**src/dlie_pkg.sv**
```systemverilog
// Constants for the data link event interrupt enable block
// How it works
// (RULE_01) Bit 6 enables transmit start interrupt
// (RULE_02) Bit 5 enables receive start interrupt
// (RULE_03) Bit 4 enables transmit done interrupt
// (RULE_04) Bit 3 enables receive done interrupt
// (RULE_05) Bit 2 enables check sequence error interrupt
// (RULE_06) Bit 1 enables abort (seven ones) interrupt
// (RULE_07) Bit 0 enables idle flag interrupt
// (RULE_08) Enables read/write, reset to all cleared
// (RULE_09) Status flags latch until a status read or a write of ones to the clear offset clears them
// (RULE_10) Idle with receive done means whole message
// (RULE_11) Irq while enabled flag set; bit 7 zero
package dlie_pkg;
    localparam logic [15:0] enable_offset  = 16'h0b07;
    localparam logic [15:0] status_offset  = 16'h0b06;
    localparam logic [15:0] clear_offset   = 16'h0b10;
    localparam logic [15:0] whole_offset   = 16'h0b11;
    localparam int          event_count    = 7;
    localparam logic [6:0]  enable_reset   = 7'h00;
    localparam logic [6:0]  status_reset   = 7'h00;
    localparam int          bit_tx_begin   = 6;
    localparam int          bit_rx_begin   = 5;
    localparam int          bit_tx_done    = 4;
    localparam int          bit_rx_done    = 3;
    localparam int          bit_check_err  = 2;
    localparam int          bit_abort      = 1;
    localparam int          bit_idle       = 0;
    localparam logic [7:0]  flag_octet     = 8'h7e;
    localparam int          abort_ones     = 7;
endpackage : dlie_pkg

```
**src/dlie_top.sv**
```systemverilog
// Interrupt enable, sticky status and request for one data link controller pair
//
// Chosen here: the strobed register port.
`timescale 1ns/100ps
module dlie_top (
    // Clock and reset
    input  wire logic        clock,
    input  wire logic        rstn,
    // Register port
    input  wire logic [15:0] addr,
    input  wire logic [7:0]  wdata,
    input  wire logic        wr,
    input  wire logic        rd,
    output logic      [7:0]  rdata,
    // Controller events, one-cycle pulses
    input  wire logic        tx_msg_begin,
    input  wire logic        rx_msg_begin,
    input  wire logic        tx_msg_done,
    input  wire logic        rx_msg_done,
    input  wire logic        check_seq_error,
    input  wire logic        rx_abort_seen,
    input  wire logic        rx_flag_idle,
    // Interrupt and message indication
    output logic             irq,
    output logic             rx_whole_msg
);
    logic       rst_meta;
    logic       rst_sync;
    logic [6:0] data_link_event_irq_enable;
    logic [6:0] status;
    logic [6:0] events;
    logic [6:0] next_status;
    logic       wr_enable;
    logic       rd_status;
    logic       wr_clear;
    logic       whole_sticky;

    always_ff @(posedge clock or negedge rstn) begin
        if (!rstn) begin
            rst_meta <= 1'b0;
            rst_sync <= 1'b0;
        end else begin
            rst_meta <= 1'b1;
            rst_sync <= rst_meta;
        end
    end

    assign events[dlie_pkg::bit_tx_begin]  = tx_msg_begin;    // [RULE_01]
    assign events[dlie_pkg::bit_rx_begin]  = rx_msg_begin;    // [RULE_02]
    assign events[dlie_pkg::bit_tx_done]   = tx_msg_done;     // [RULE_03]
    assign events[dlie_pkg::bit_rx_done]   = rx_msg_done;     // [RULE_04]
    assign events[dlie_pkg::bit_check_err] = check_seq_error; // [RULE_05]
    assign events[dlie_pkg::bit_abort]     = rx_abort_seen;   // [RULE_06]
    assign events[dlie_pkg::bit_idle]      = rx_flag_idle;    // [RULE_07]

    assign wr_enable = wr && (addr == dlie_pkg::enable_offset);
    assign rd_status = rd && (addr == dlie_pkg::status_offset);
    assign wr_clear  = wr && (addr == dlie_pkg::clear_offset);

    always_ff @(posedge clock or negedge rst_sync) begin
        if (!rst_sync) begin
            data_link_event_irq_enable <= dlie_pkg::enable_reset; // [RULE_08]
        end else if (wr_enable) begin
            data_link_event_irq_enable <= wdata[6:0]; // [RULE_08] [RULE_11]
        end
    end

    // A new event in the clearing cycle survives the clear
    generate
        for (genvar i = 0; i < dlie_pkg::event_count; i++) begin : g_flag
            always_comb begin
                next_status[i] = status[i];
                if (rd_status || (wr_clear && wdata[i])) begin
                    next_status[i] = 1'b0; // [RULE_09]
                end
                if (events[i]) begin
                    next_status[i] = 1'b1;
                end
            end
        end
    endgenerate

    always_ff @(posedge clock or negedge rst_sync) begin
        if (!rst_sync) begin
            status <= dlie_pkg::status_reset;
        end else begin
            status <= next_status; // [RULE_09]
        end
    end

    // Registered from next values so irq tracks status in the same cycle
    always_ff @(posedge clock or negedge rst_sync) begin
        if (!rst_sync) begin
            irq <= 1'b0;
        end else begin
            irq <= |(next_status & (wr_enable ? wdata[6:0] : data_link_event_irq_enable)); // [RULE_11]
        end
    end

    always_ff @(posedge clock or negedge rst_sync) begin
        if (!rst_sync) begin
            whole_sticky <= 1'b0;
        end else if (rx_flag_idle && rx_msg_done) begin
            whole_sticky <= 1'b1; // [RULE_10]
        end else if (rd && (addr == dlie_pkg::whole_offset)) begin
            whole_sticky <= 1'b0;
        end
    end

    always_ff @(posedge clock or negedge rst_sync) begin
        if (!rst_sync) begin
            rx_whole_msg <= 1'b0;
        end else begin
            rx_whole_msg <= rx_flag_idle && rx_msg_done; // [RULE_10]
        end
    end

    always_ff @(posedge clock or negedge rst_sync) begin
        if (!rst_sync) begin
            rdata <= 8'h00;
        end else if (rd) begin
            unique case (addr)
                dlie_pkg::enable_offset: rdata <= {1'b0, data_link_event_irq_enable}; // [RULE_11]
                dlie_pkg::status_offset: rdata <= {1'b0, status};
                dlie_pkg::whole_offset:  rdata <= {7'h00, whole_sticky};
                default:                 rdata <= 8'h00;
            endcase
        end else begin
            rdata <= 8'h00;
        end
    end

    enable_reset_a: assert property (@(posedge clock) $rose(rst_sync) |->
        data_link_event_irq_enable == 7'h00) else $error("enables not cleared"); // [RULE_08]
    enable_write_a: assert property (@(posedge clock) disable iff (!rst_sync)
        wr_enable |=> data_link_event_irq_enable == $past(wdata[6:0]))
        else $error("enable write lost"); // [RULE_08]
    tx_begin_a: assert property (@(posedge clock) disable iff (!rst_sync)
        tx_msg_begin && data_link_event_irq_enable[6] && !wr_enable |=> irq)
        else $error("tx begin no irq"); // [RULE_01]
    rx_begin_a: assert property (@(posedge clock) disable iff (!rst_sync)
        rx_msg_begin && data_link_event_irq_enable[5] && !wr_enable |=> irq)
        else $error("rx begin no irq"); // [RULE_02]
    tx_done_a: assert property (@(posedge clock) disable iff (!rst_sync)
        tx_msg_done && data_link_event_irq_enable[4] && !wr_enable |=> irq)
        else $error("tx done no irq"); // [RULE_03]
    rx_done_a: assert property (@(posedge clock) disable iff (!rst_sync)
        rx_msg_done && data_link_event_irq_enable[3] && !wr_enable |=> irq)
        else $error("rx done no irq"); // [RULE_04]
    check_err_a: assert property (@(posedge clock) disable iff (!rst_sync)
        check_seq_error && data_link_event_irq_enable[2] && !wr_enable |=> irq)
        else $error("check error no irq"); // [RULE_05]
    abort_irq_a: assert property (@(posedge clock) disable iff (!rst_sync)
        rx_abort_seen && data_link_event_irq_enable[1] && !wr_enable |=> irq)
        else $error("abort no irq"); // [RULE_06]
    idle_irq_a: assert property (@(posedge clock) disable iff (!rst_sync)
        rx_flag_idle && data_link_event_irq_enable[0] && !wr_enable |=> irq)
        else $error("idle no irq"); // [RULE_07]
    read_clear_a: assert property (@(posedge clock) disable iff (!rst_sync)
        rd_status && !(|events) |=> status == 7'h00)
        else $error("read did not clear"); // [RULE_09]
    flag_hold_a: assert property (@(posedge clock) disable iff (!rst_sync)
        status[3] && !rd_status && !wr_clear |=> status[3])
        else $error("flag dropped"); // [RULE_09]
    whole_msg_a: assert property (@(posedge clock) disable iff (!rst_sync)
        rx_flag_idle && rx_msg_done |=> rx_whole_msg && whole_sticky)
        else $error("whole message missed"); // [RULE_10]
    irq_match_a: assert property (@(posedge clock) disable iff (!rst_sync)
        irq == |(status & data_link_event_irq_enable))
        else $error("irq mismatch"); // [RULE_11]
    bit7_zero_a: assert property (@(posedge clock) disable iff (!rst_sync)
        $past(rd) && $past(addr) == dlie_pkg::enable_offset |-> !rdata[7])
        else $error("bit 7 not zero"); // [RULE_11]

    // Each event latches its own status bit
    tx_begin_set_a: assert property (@(posedge clock) disable iff (!rst_sync) // [RULE_01]
        events[dlie_pkg::bit_tx_begin]
        |=> status[dlie_pkg::bit_tx_begin])
        else $error("tx begin not latched");

    rx_begin_set_a: assert property (@(posedge clock) disable iff (!rst_sync) // [RULE_02]
        events[dlie_pkg::bit_rx_begin]
        |=> status[dlie_pkg::bit_rx_begin])
        else $error("rx begin not latched");

    tx_done_set_a: assert property (@(posedge clock) disable iff (!rst_sync) // [RULE_03]
        events[dlie_pkg::bit_tx_done]
        |=> status[dlie_pkg::bit_tx_done])
        else $error("tx done not latched");

    rx_done_set_a: assert property (@(posedge clock) disable iff (!rst_sync) // [RULE_04]
        events[dlie_pkg::bit_rx_done]
        |=> status[dlie_pkg::bit_rx_done])
        else $error("rx done not latched");

    check_err_set_a: assert property (@(posedge clock) disable iff (!rst_sync) // [RULE_05]
        events[dlie_pkg::bit_check_err]
        |=> status[dlie_pkg::bit_check_err])
        else $error("check error not latched");

    abort_set_a: assert property (@(posedge clock) disable iff (!rst_sync) // [RULE_06]
        events[dlie_pkg::bit_abort]
        |=> status[dlie_pkg::bit_abort])
        else $error("abort not latched");

    idle_set_a: assert property (@(posedge clock) disable iff (!rst_sync) // [RULE_07]
        events[dlie_pkg::bit_idle]
        |=> status[dlie_pkg::bit_idle])
        else $error("idle not latched");

    // Status clearing; a set in the clearing cycle wins
    events_all_a: assert property (@(posedge clock) disable iff (!rst_sync) // [RULE_09]
        |events
        |=> (status & $past(events)) == $past(events))
        else $error("simultaneous event lost");

    status_hold_a: assert property (@(posedge clock) disable iff (!rst_sync) // [RULE_09]
        !rd_status && !wr_clear
        |=> (status & $past(status)) == $past(status))
        else $error("status bit dropped");

    clear_bits_a: assert property (@(posedge clock) disable iff (!rst_sync) // [RULE_09]
        wr_clear
        |=> (status & $past(wdata[6:0]) & ~$past(events)) == 7'h00)
        else $error("clear did not clear");

    clear_keep_a: assert property (@(posedge clock) disable iff (!rst_sync) // [RULE_09]
        wr_clear && !(|events)
        |=> status == ($past(status) & ~$past(wdata[6:0])))
        else $error("clear touched other bits");

    read_set_wins_a: assert property (@(posedge clock) disable iff (!rst_sync) // [RULE_09]
        rd_status && (|events)
        |=> status == $past(events))
        else $error("read lost new event");

    no_spurious_a: assert property (@(posedge clock) disable iff (!rst_sync) // [RULE_09]
        !(|events)
        |=> (status & ~$past(status)) == 7'h00)
        else $error("status set without event");

    // Register port
    rdata_idle_a: assert property (@(posedge clock) disable iff (!rst_sync) // [RULE_08]
        !rd
        |=> rdata == 8'h00)
        else $error("read data not zero");

    rdata_enable_a: assert property (@(posedge clock) disable iff (!rst_sync) // [RULE_08]
        rd && (addr == dlie_pkg::enable_offset)
        |=> rdata == {1'b0, $past(data_link_event_irq_enable)})
        else $error("enable read wrong");

    rdata_status_a: assert property (@(posedge clock) disable iff (!rst_sync) // [RULE_09]
        rd_status
        |=> rdata == {1'b0, $past(status)})
        else $error("status read wrong");

    rdata_whole_a: assert property (@(posedge clock) disable iff (!rst_sync) // [RULE_10]
        rd && (addr == dlie_pkg::whole_offset)
        |=> rdata == {7'h00, $past(whole_sticky)})
        else $error("whole read wrong");

    rdata_unmapped_a: assert property (@(posedge clock) disable iff (!rst_sync) // [RULE_08]
        rd && (addr != dlie_pkg::enable_offset) && (addr != dlie_pkg::status_offset)
        && (addr != dlie_pkg::whole_offset) |=> rdata == 8'h00)
        else $error("unmapped read not zero");

    status_bit7_a: assert property (@(posedge clock) disable iff (!rst_sync) // [RULE_11]
        rd_status
        |=> !rdata[7])
        else $error("status bit 7 not zero");

    enable_hold_a: assert property (@(posedge clock) disable iff (!rst_sync) // [RULE_08]
        !wr_enable
        |=> $stable(data_link_event_irq_enable))
        else $error("enable changed");

    // Interrupt request
    irq_masked_a: assert property (@(posedge clock) disable iff (!rst_sync) // [RULE_11]
        data_link_event_irq_enable == 7'h00 && !wr_enable
        |=> !irq)
        else $error("irq while all masked");

    irq_quiet_a: assert property (@(posedge clock) disable iff (!rst_sync) // [RULE_11]
        status == 7'h00
        |-> !irq)
        else $error("irq with empty status");

    irq_low_a: assert property (@(posedge clock) disable iff (!rst_sync) // [RULE_11]
        !wr_enable && (((status | events) & data_link_event_irq_enable) == 7'h00)
        |=> !irq)
        else $error("irq without cause");

    irq_rise_a: assert property (@(posedge clock) disable iff (!rst_sync) // [RULE_11]
        $rose(irq)
        |-> $past((|events) || wr_enable))
        else $error("irq rose without cause");

    irq_new_enable_a: assert property (@(posedge clock) disable iff (!rst_sync) // [RULE_11]
        wr_enable
        |=> irq == |(status & $past(wdata[6:0])))
        else $error("irq ignored new enable");

    // Whole-message indication
    whole_source_a: assert property (@(posedge clock) disable iff (!rst_sync) // [RULE_10]
        rx_whole_msg
        |-> $past(rx_flag_idle && rx_msg_done))
        else $error("whole pulse without cause");

    whole_none_a: assert property (@(posedge clock) disable iff (!rst_sync) // [RULE_10]
        !(rx_flag_idle && rx_msg_done)
        |=> !rx_whole_msg)
        else $error("whole pulse too long");

    whole_hold_a: assert property (@(posedge clock) disable iff (!rst_sync) // [RULE_10]
        whole_sticky && !(rd && (addr == dlie_pkg::whole_offset))
        |=> whole_sticky)
        else $error("whole sticky dropped");

    whole_clear_a: assert property (@(posedge clock) disable iff (!rst_sync) // [RULE_10]
        rd && (addr == dlie_pkg::whole_offset) && !(rx_flag_idle && rx_msg_done)
        |=> !whole_sticky)
        else $error("whole sticky not cleared");

    // Reset checks run without disable so they see the release itself
    reset_outputs_a: assert property (@(posedge clock) // [RULE_08]
        $rose(rst_sync)
        |-> !irq && (rdata == 8'h00) && !rx_whole_msg && (status == 7'h00))
        else $error("outputs not clear after reset");

    reset_hold_a: assert property (@(posedge clock) // [RULE_08]
        !rstn
        |-> !rst_sync)
        else $error("internal reset not held");

    reset_release_a: assert property (@(posedge clock) // [RULE_08]
        $rose(rstn)
        |-> !rst_sync ##1 !rst_sync ##1 rst_sync)
        else $error("reset release timing wrong");

    irq_seen_c: cover property (@(posedge clock) disable iff (!rst_sync) $rose(irq));
    read_clr_c: cover property (@(posedge clock) disable iff (!rst_sync)
        irq ##1 rd_status ##1 !irq);
    set_wins_c: cover property (@(posedge clock) disable iff (!rst_sync)
        rd_status && rx_abort_seen);
    whole_c:    cover property (@(posedge clock) disable iff (!rst_sync) rx_whole_msg);
    clear_c:    cover property (@(posedge clock) disable iff (!rst_sync)
        wr_clear && (|status));
endmodule : dlie_top

```
**config.mk**
```make
export PLATFORM = sky130hd
export DESIGN_NAME = dlie_top
export DESIGN_NICKNAME = d
export VERILOG_FILES = /design/src/dlie_pkg.sv /design/src/dlie_top.sv
export SDC_FILE = /design/constraint.sdc
export NUM_CORES = 1
export LEC_CHECK = 0
export ABC_AREA = 1
export BUFFER_PORTS_ARGS = -buffer_cell sky130_fd_sc_hd__buf_2
export CORE_ASPECT_RATIO = 0.6
export CORE_MARGIN = 2
export CORE_UTILIZATION = 40
export CTS_CLUSTER_DIAMETER = 120
export DETAILED_ROUTE_END_ITERATION = 7
export GPL_ROUTABILITY_DRIVEN = 0
export PLACE_DENSITY = 0.72
export RECOVER_POWER = 100
export SLEW_MARGIN = 15
export SYNTH_ARGS = -nofsm -noshare
export SYNTH_HDL_FRONTEND = slang
export SYNTH_SLANG_ARGS = --single-unit
```
**constraint.sdc**
```tcl
create_clock -name clock -period 2.28 [get_ports clock]
set_input_delay 0.114 -clock clock [delete_from_list [all_inputs] [get_ports clock]]
set_output_delay 0.114 -clock clock [all_outputs]
set_load 0.03 [all_outputs]
```
* Word-level counts from Yosys, hierarchy flattened
Index checks and enable logic that the tools add are counted.
** Operators by class
- Bitwise operators :: 1
- Equal/unequal tests :: 4
- Multiplexer cells :: 19
- Reductions and logical operators :: 21
** Operator list (count)
- $eq 16x12->1 const B :: 4
- $pmux 7 s3 :: 1
- $mux 1 :: 16
- $mux 7 :: 2
- $logic_and 1x1->1 :: 12
- $and 7x7->7 :: 1
- $logic_or 1x1->1 :: 7
- $reduce_or 7->1 :: 1
- $reduce_bool 2->1 :: 1
** Word-level totals
- Bits of input ports :: 35
- Logic and storage cells :: 53
- Output and inout bits :: 10
- Flip-flop bits (word level) :: 26

* Depth between registers and ports, before layout
- Word-level depth :: 8
- Gate-level depth with buffers :: 12
- Gate-level depth less buffers :: 11

* Worst setup path after synthesis
No wires, ideal clock.
- Kind :: in2reg
- From :: input port addr[15]
- To :: register irq
- Library setup time :: 119 ps
- Data arrival time :: 1067 ps
- Path buffers :: 1
- Cell stages on the path :: 11
- Setup slack :: 1094 ps
- Cells stage by stage :: nor2_1 > nand2_1 > nor2_4 > nand3_4 > buf_6 > o21ai_2 > inv_2 > nand2_2 > nand2_1 > nor2_1 > nand2_1
** Between the ends
- Word-level cells in the longest chain between the ends :: 8
- Elaborated cells between the ends (all ways) :: 37
** Ends and longest elaborated chain
- start, declared :: RTL line dlie_top.sv:10 : input wire logic [15:0] addr,
- $eq 16x12->1 :: RTL line dlie_top.sv:58 : assign wr_clear = wr && (addr == dlie_pkg::clear_offset);
- $logic_and 1x1->1 :: RTL line dlie_top.sv:58
- $logic_and 1x1->1 :: RTL line dlie_top.sv:73 : if (rd_status || (wr_clear && wdata[i])) begin
- $logic_or 1x1->1 :: RTL line dlie_top.sv:73
- $mux 1 :: RTL line dlie_top.sv:73
- $mux 1 :: RTL line dlie_top.sv:76 : if (events[i]) begin
- $and 7x7->7 * :: RTL line dlie_top.sv:96 : irq <= |(next_status & (wr_enable ? wdata[6:0] : data_link_event_irq_enable));
- $reduce_or 7->1 * :: RTL line dlie_top.sv:96
- end signal, assigned :: RTL line dlie_top.sv:96
- end, declared :: RTL line dlie_top.sv:24 : output logic irq,
Mark *: on every way between the ends. The rest lies on a longest branch, timed or not.
A chain may end at the register's enable or synchronous reset.

* Final worst setup path
Same ends and word-level chain as after synthesis.

==> qor.csv <==
metric,value,unit
"Hold Violations, Final",0,
clock skew,0.988,ps
Starting Density,42.9,%
"Setup violations, final",0,
"most used cell, CP",nand2_1,
Hold Crit Class,in2reg,
Clock Latency Late Sink,270,ps
# nets final,258,
"FF+latch count, synth",26,
Crit Path Category,in2reg,
critical path capture point type,flip-flop,
vias in the first global route,1110,
"CP delay by family, top",simple AND/OR/NAND/NOR gates,
Syn. warnings,0,
worst path cell trace,buf_2 > nor2_1 > nand2_1 > nor2_4 > nand3_1 > o21ai_0 > clkinv_1 > nand2_2 > nand2_1 > nor2_1 > nand2_1,
Core ar.,3340,sq um
post-synth top area cell,dfrtp_1,
Antenna diodes,0,
All-Layer GR Usage,17.0,%
wire length per cell,12.1,um
GR Overflow Total,0,
HPWL Detailed,2530,um
max-cap violation count,0,
DRC,0,
Post-synth EDFFs,0,
post-CTS sizing,0,
clock slew at reported path FFs,90,ps
DR iter-0 viols,48,
worst endpoint data arrival time,1850,ps
Sink Count,26,
Syn Area/Cell,8.06,sq um
unrepaired setup endpoints after global routing,no,
maximum VDD drop,224,uV
die width,81.3,um
ys async rst share,100,%
FP Rows,16,
Cell variety after synth,21,
DRT Pass-1 Iters,4,
post-synthesis xor/xnor area fraction,0,%
register cell area after layout,651,sq um
filler instances,343,
largest family of logic cells by synthesized area,simple AND/OR/NAND/NOR gates,
max-slew violation count,0,
maximum clock path buffer count,2,
first-pass GRT wire length,5230,um
total CTS buffers,3,
multiplexer share of the synthesized area,0,%
post-synthesis sequential area ratio,45.4,%
Tot Pwr,0.926,mW
complex-gate fraction of the synthesized area,5.76,%
DIE AREA,4100,sq um
Critical Path RT,2450,ps
WP buf/inv,2,
fraction of layout cells with a size suffix above 1,23.9,%
Multi-input gate area,578,sq um
initial antenna violation count,0,
Slew @ Worst Pin,1270,ps
drt total wl,3230,um
post-CTS setup buffers,0,
Syn Inst Count,178,
Crit-path slowest cell,nand3_1,
"Cell Area, Synth",1430,sq um
Power Density,547,nW/um^2
CTS tree,yes,
simple-gate share of the synthesized area,36.6,%
top_reg_cell synth,dfrtp_1,
Via-to-Cell Ratio,4.69,
CP Max Fanout,14,
Final ANT Viol Nets,0,
outcome,finished clean,
Area growth syn-to-layout,18.1,%
crit-path max cell delay,420,ps
syn_nets,213,
most common cell in the netlist,nand2_1,
leading cell types by count after synthesis,"44 x nand2_1, 30 x inv_1, 26 x dfrtp_1, 18 x nand4_1, 10 x nor2_1",
period utilization,73.5,%
Root Driver,clkbuf_8,
relative slew slack,15.5,%
pin count of the biggest net entering global routing,25,
port buffer count,42,
fmax,596,MHz
fin crit period,1680,ps
post-synth top area share,45.4,%
via count,1251,
Die Span Y,50.4,um
H-tree levels,1,
R2R Setup Slk,940,ps
Leakage,0.860,nW
largest cells by area after synthesis,"dfrtp_1 45%, nand2_1 12%, inv_1 7.9%",
I/O pin total,45,
Setup Total Neg Slack,0,ps
Worst setup SP type,primary input,
post-synthesis adder-cell area fraction,0,%
-- what timing repair did --
item	CTS	global route
endpoints found under the hold margin	2	0
setup endpoints to repair	0	0
hold buffers	1	0
-- metal layers --
metal  part of all wire, %  track usage (%)  routed length, um  vias up
met2                    40             23.2               1300       46
met1                    51             27.3               1660      553
met3                   8.3             5.04                267        0
met5                     0                0                  0        -
li1                      -                -                  -      652
met4                     0            0.847                  0        0
-- cell families (layout without fill, tap and decap cells) --
kind of cell | after synthesis | in the layout
AOI/OAI and AO/OA | 13 | 13
buffers and inverters | 38 | 82
and+or+nand+nor | 99 | 99
DFF | 26 | 26
other | 2 | 2
-- cell usage in the layout, fill, tap and decap left out, types with 2 or more instances in the layout --
master    instances
a21oi_1           6
buf_2            31
clkbuf_1         12
clkbuf_8          3
conb_1            2
dfrtp_1          26
inv_1            31
inv_2             2
nand2_1          44
nand2_2           4
nand3_1          11
nand4_1          18
nor2_1           10
nor2_2            7
nor2_4            2
o21ai_0           5
-- worst paths after layout --
check	from	end	depth (start not counted)
setup reg to reg	rst_sync$_DFF_PN0_	data_link_event_irq_enable[2]$_DFF_PN0_	1
hold / removal	check_seq_error	status[2]$_DFF_PN0_	3
setup / recovery	addr[15]	irq$_DFF_PN0_	11
hold reg to reg	rst_meta$_DFF_PN0_	rst_sync$_DFF_PN0_	0
max in group asynchronous	rst_sync$_DFF_PN0_	data_link_event_irq_enable[2]$_DFF_PN0_	1
min in group asynchronous	rstn	rst_sync$_DFF_PN0_	2
-- sequential cells by signal, indices dropped and copies added, names as in the netlist --
register                    cells
irq                             1
whole_sticky                    1
rst_sync                        1
rx_whole_msg                    1
rst_meta                        1
rdata                           7
status                          7
data_link_event_irq_enable      7
-- worst min-delay path, cell delays in order --
cell and delay [ps]:
buf_2 70, inv_1 30, nand2_1 60
-- report_power, final --
group	total [mW]	internal (mW)	switching (mW)
Combinational	0.0807	0.0301	0.0506
Sequential	0.464	0.463	0.000589
Clock	0.382	0.235	0.147
-- through the flow --
step                      utilization [%]  hold slack, ps  area, sq um  worst slack (ps)  cells
after floorplan                         -            -182         1430              1090    178
after global placement               49.9           -99.4         1670               603    262
after detailed placement             49.9           -99.0         1670               623    262
after CTS                            52.3            33.3         1750               900    267
after global routing                 50.7            33.0         1690               399    267
final                                50.7            36.6         1690               603    267
-- area by class of cell --
class	count	share of cell area, %
tap	45	3.32
clock buffer	3	2.44
sequential	26	38.4
inverter	34	7.53
clock inverter	1	1.77
timing repair buffer	44	12.4
multi-input combinational	114	34.1
Note: power is estimated with default switching activity, not from simulation.
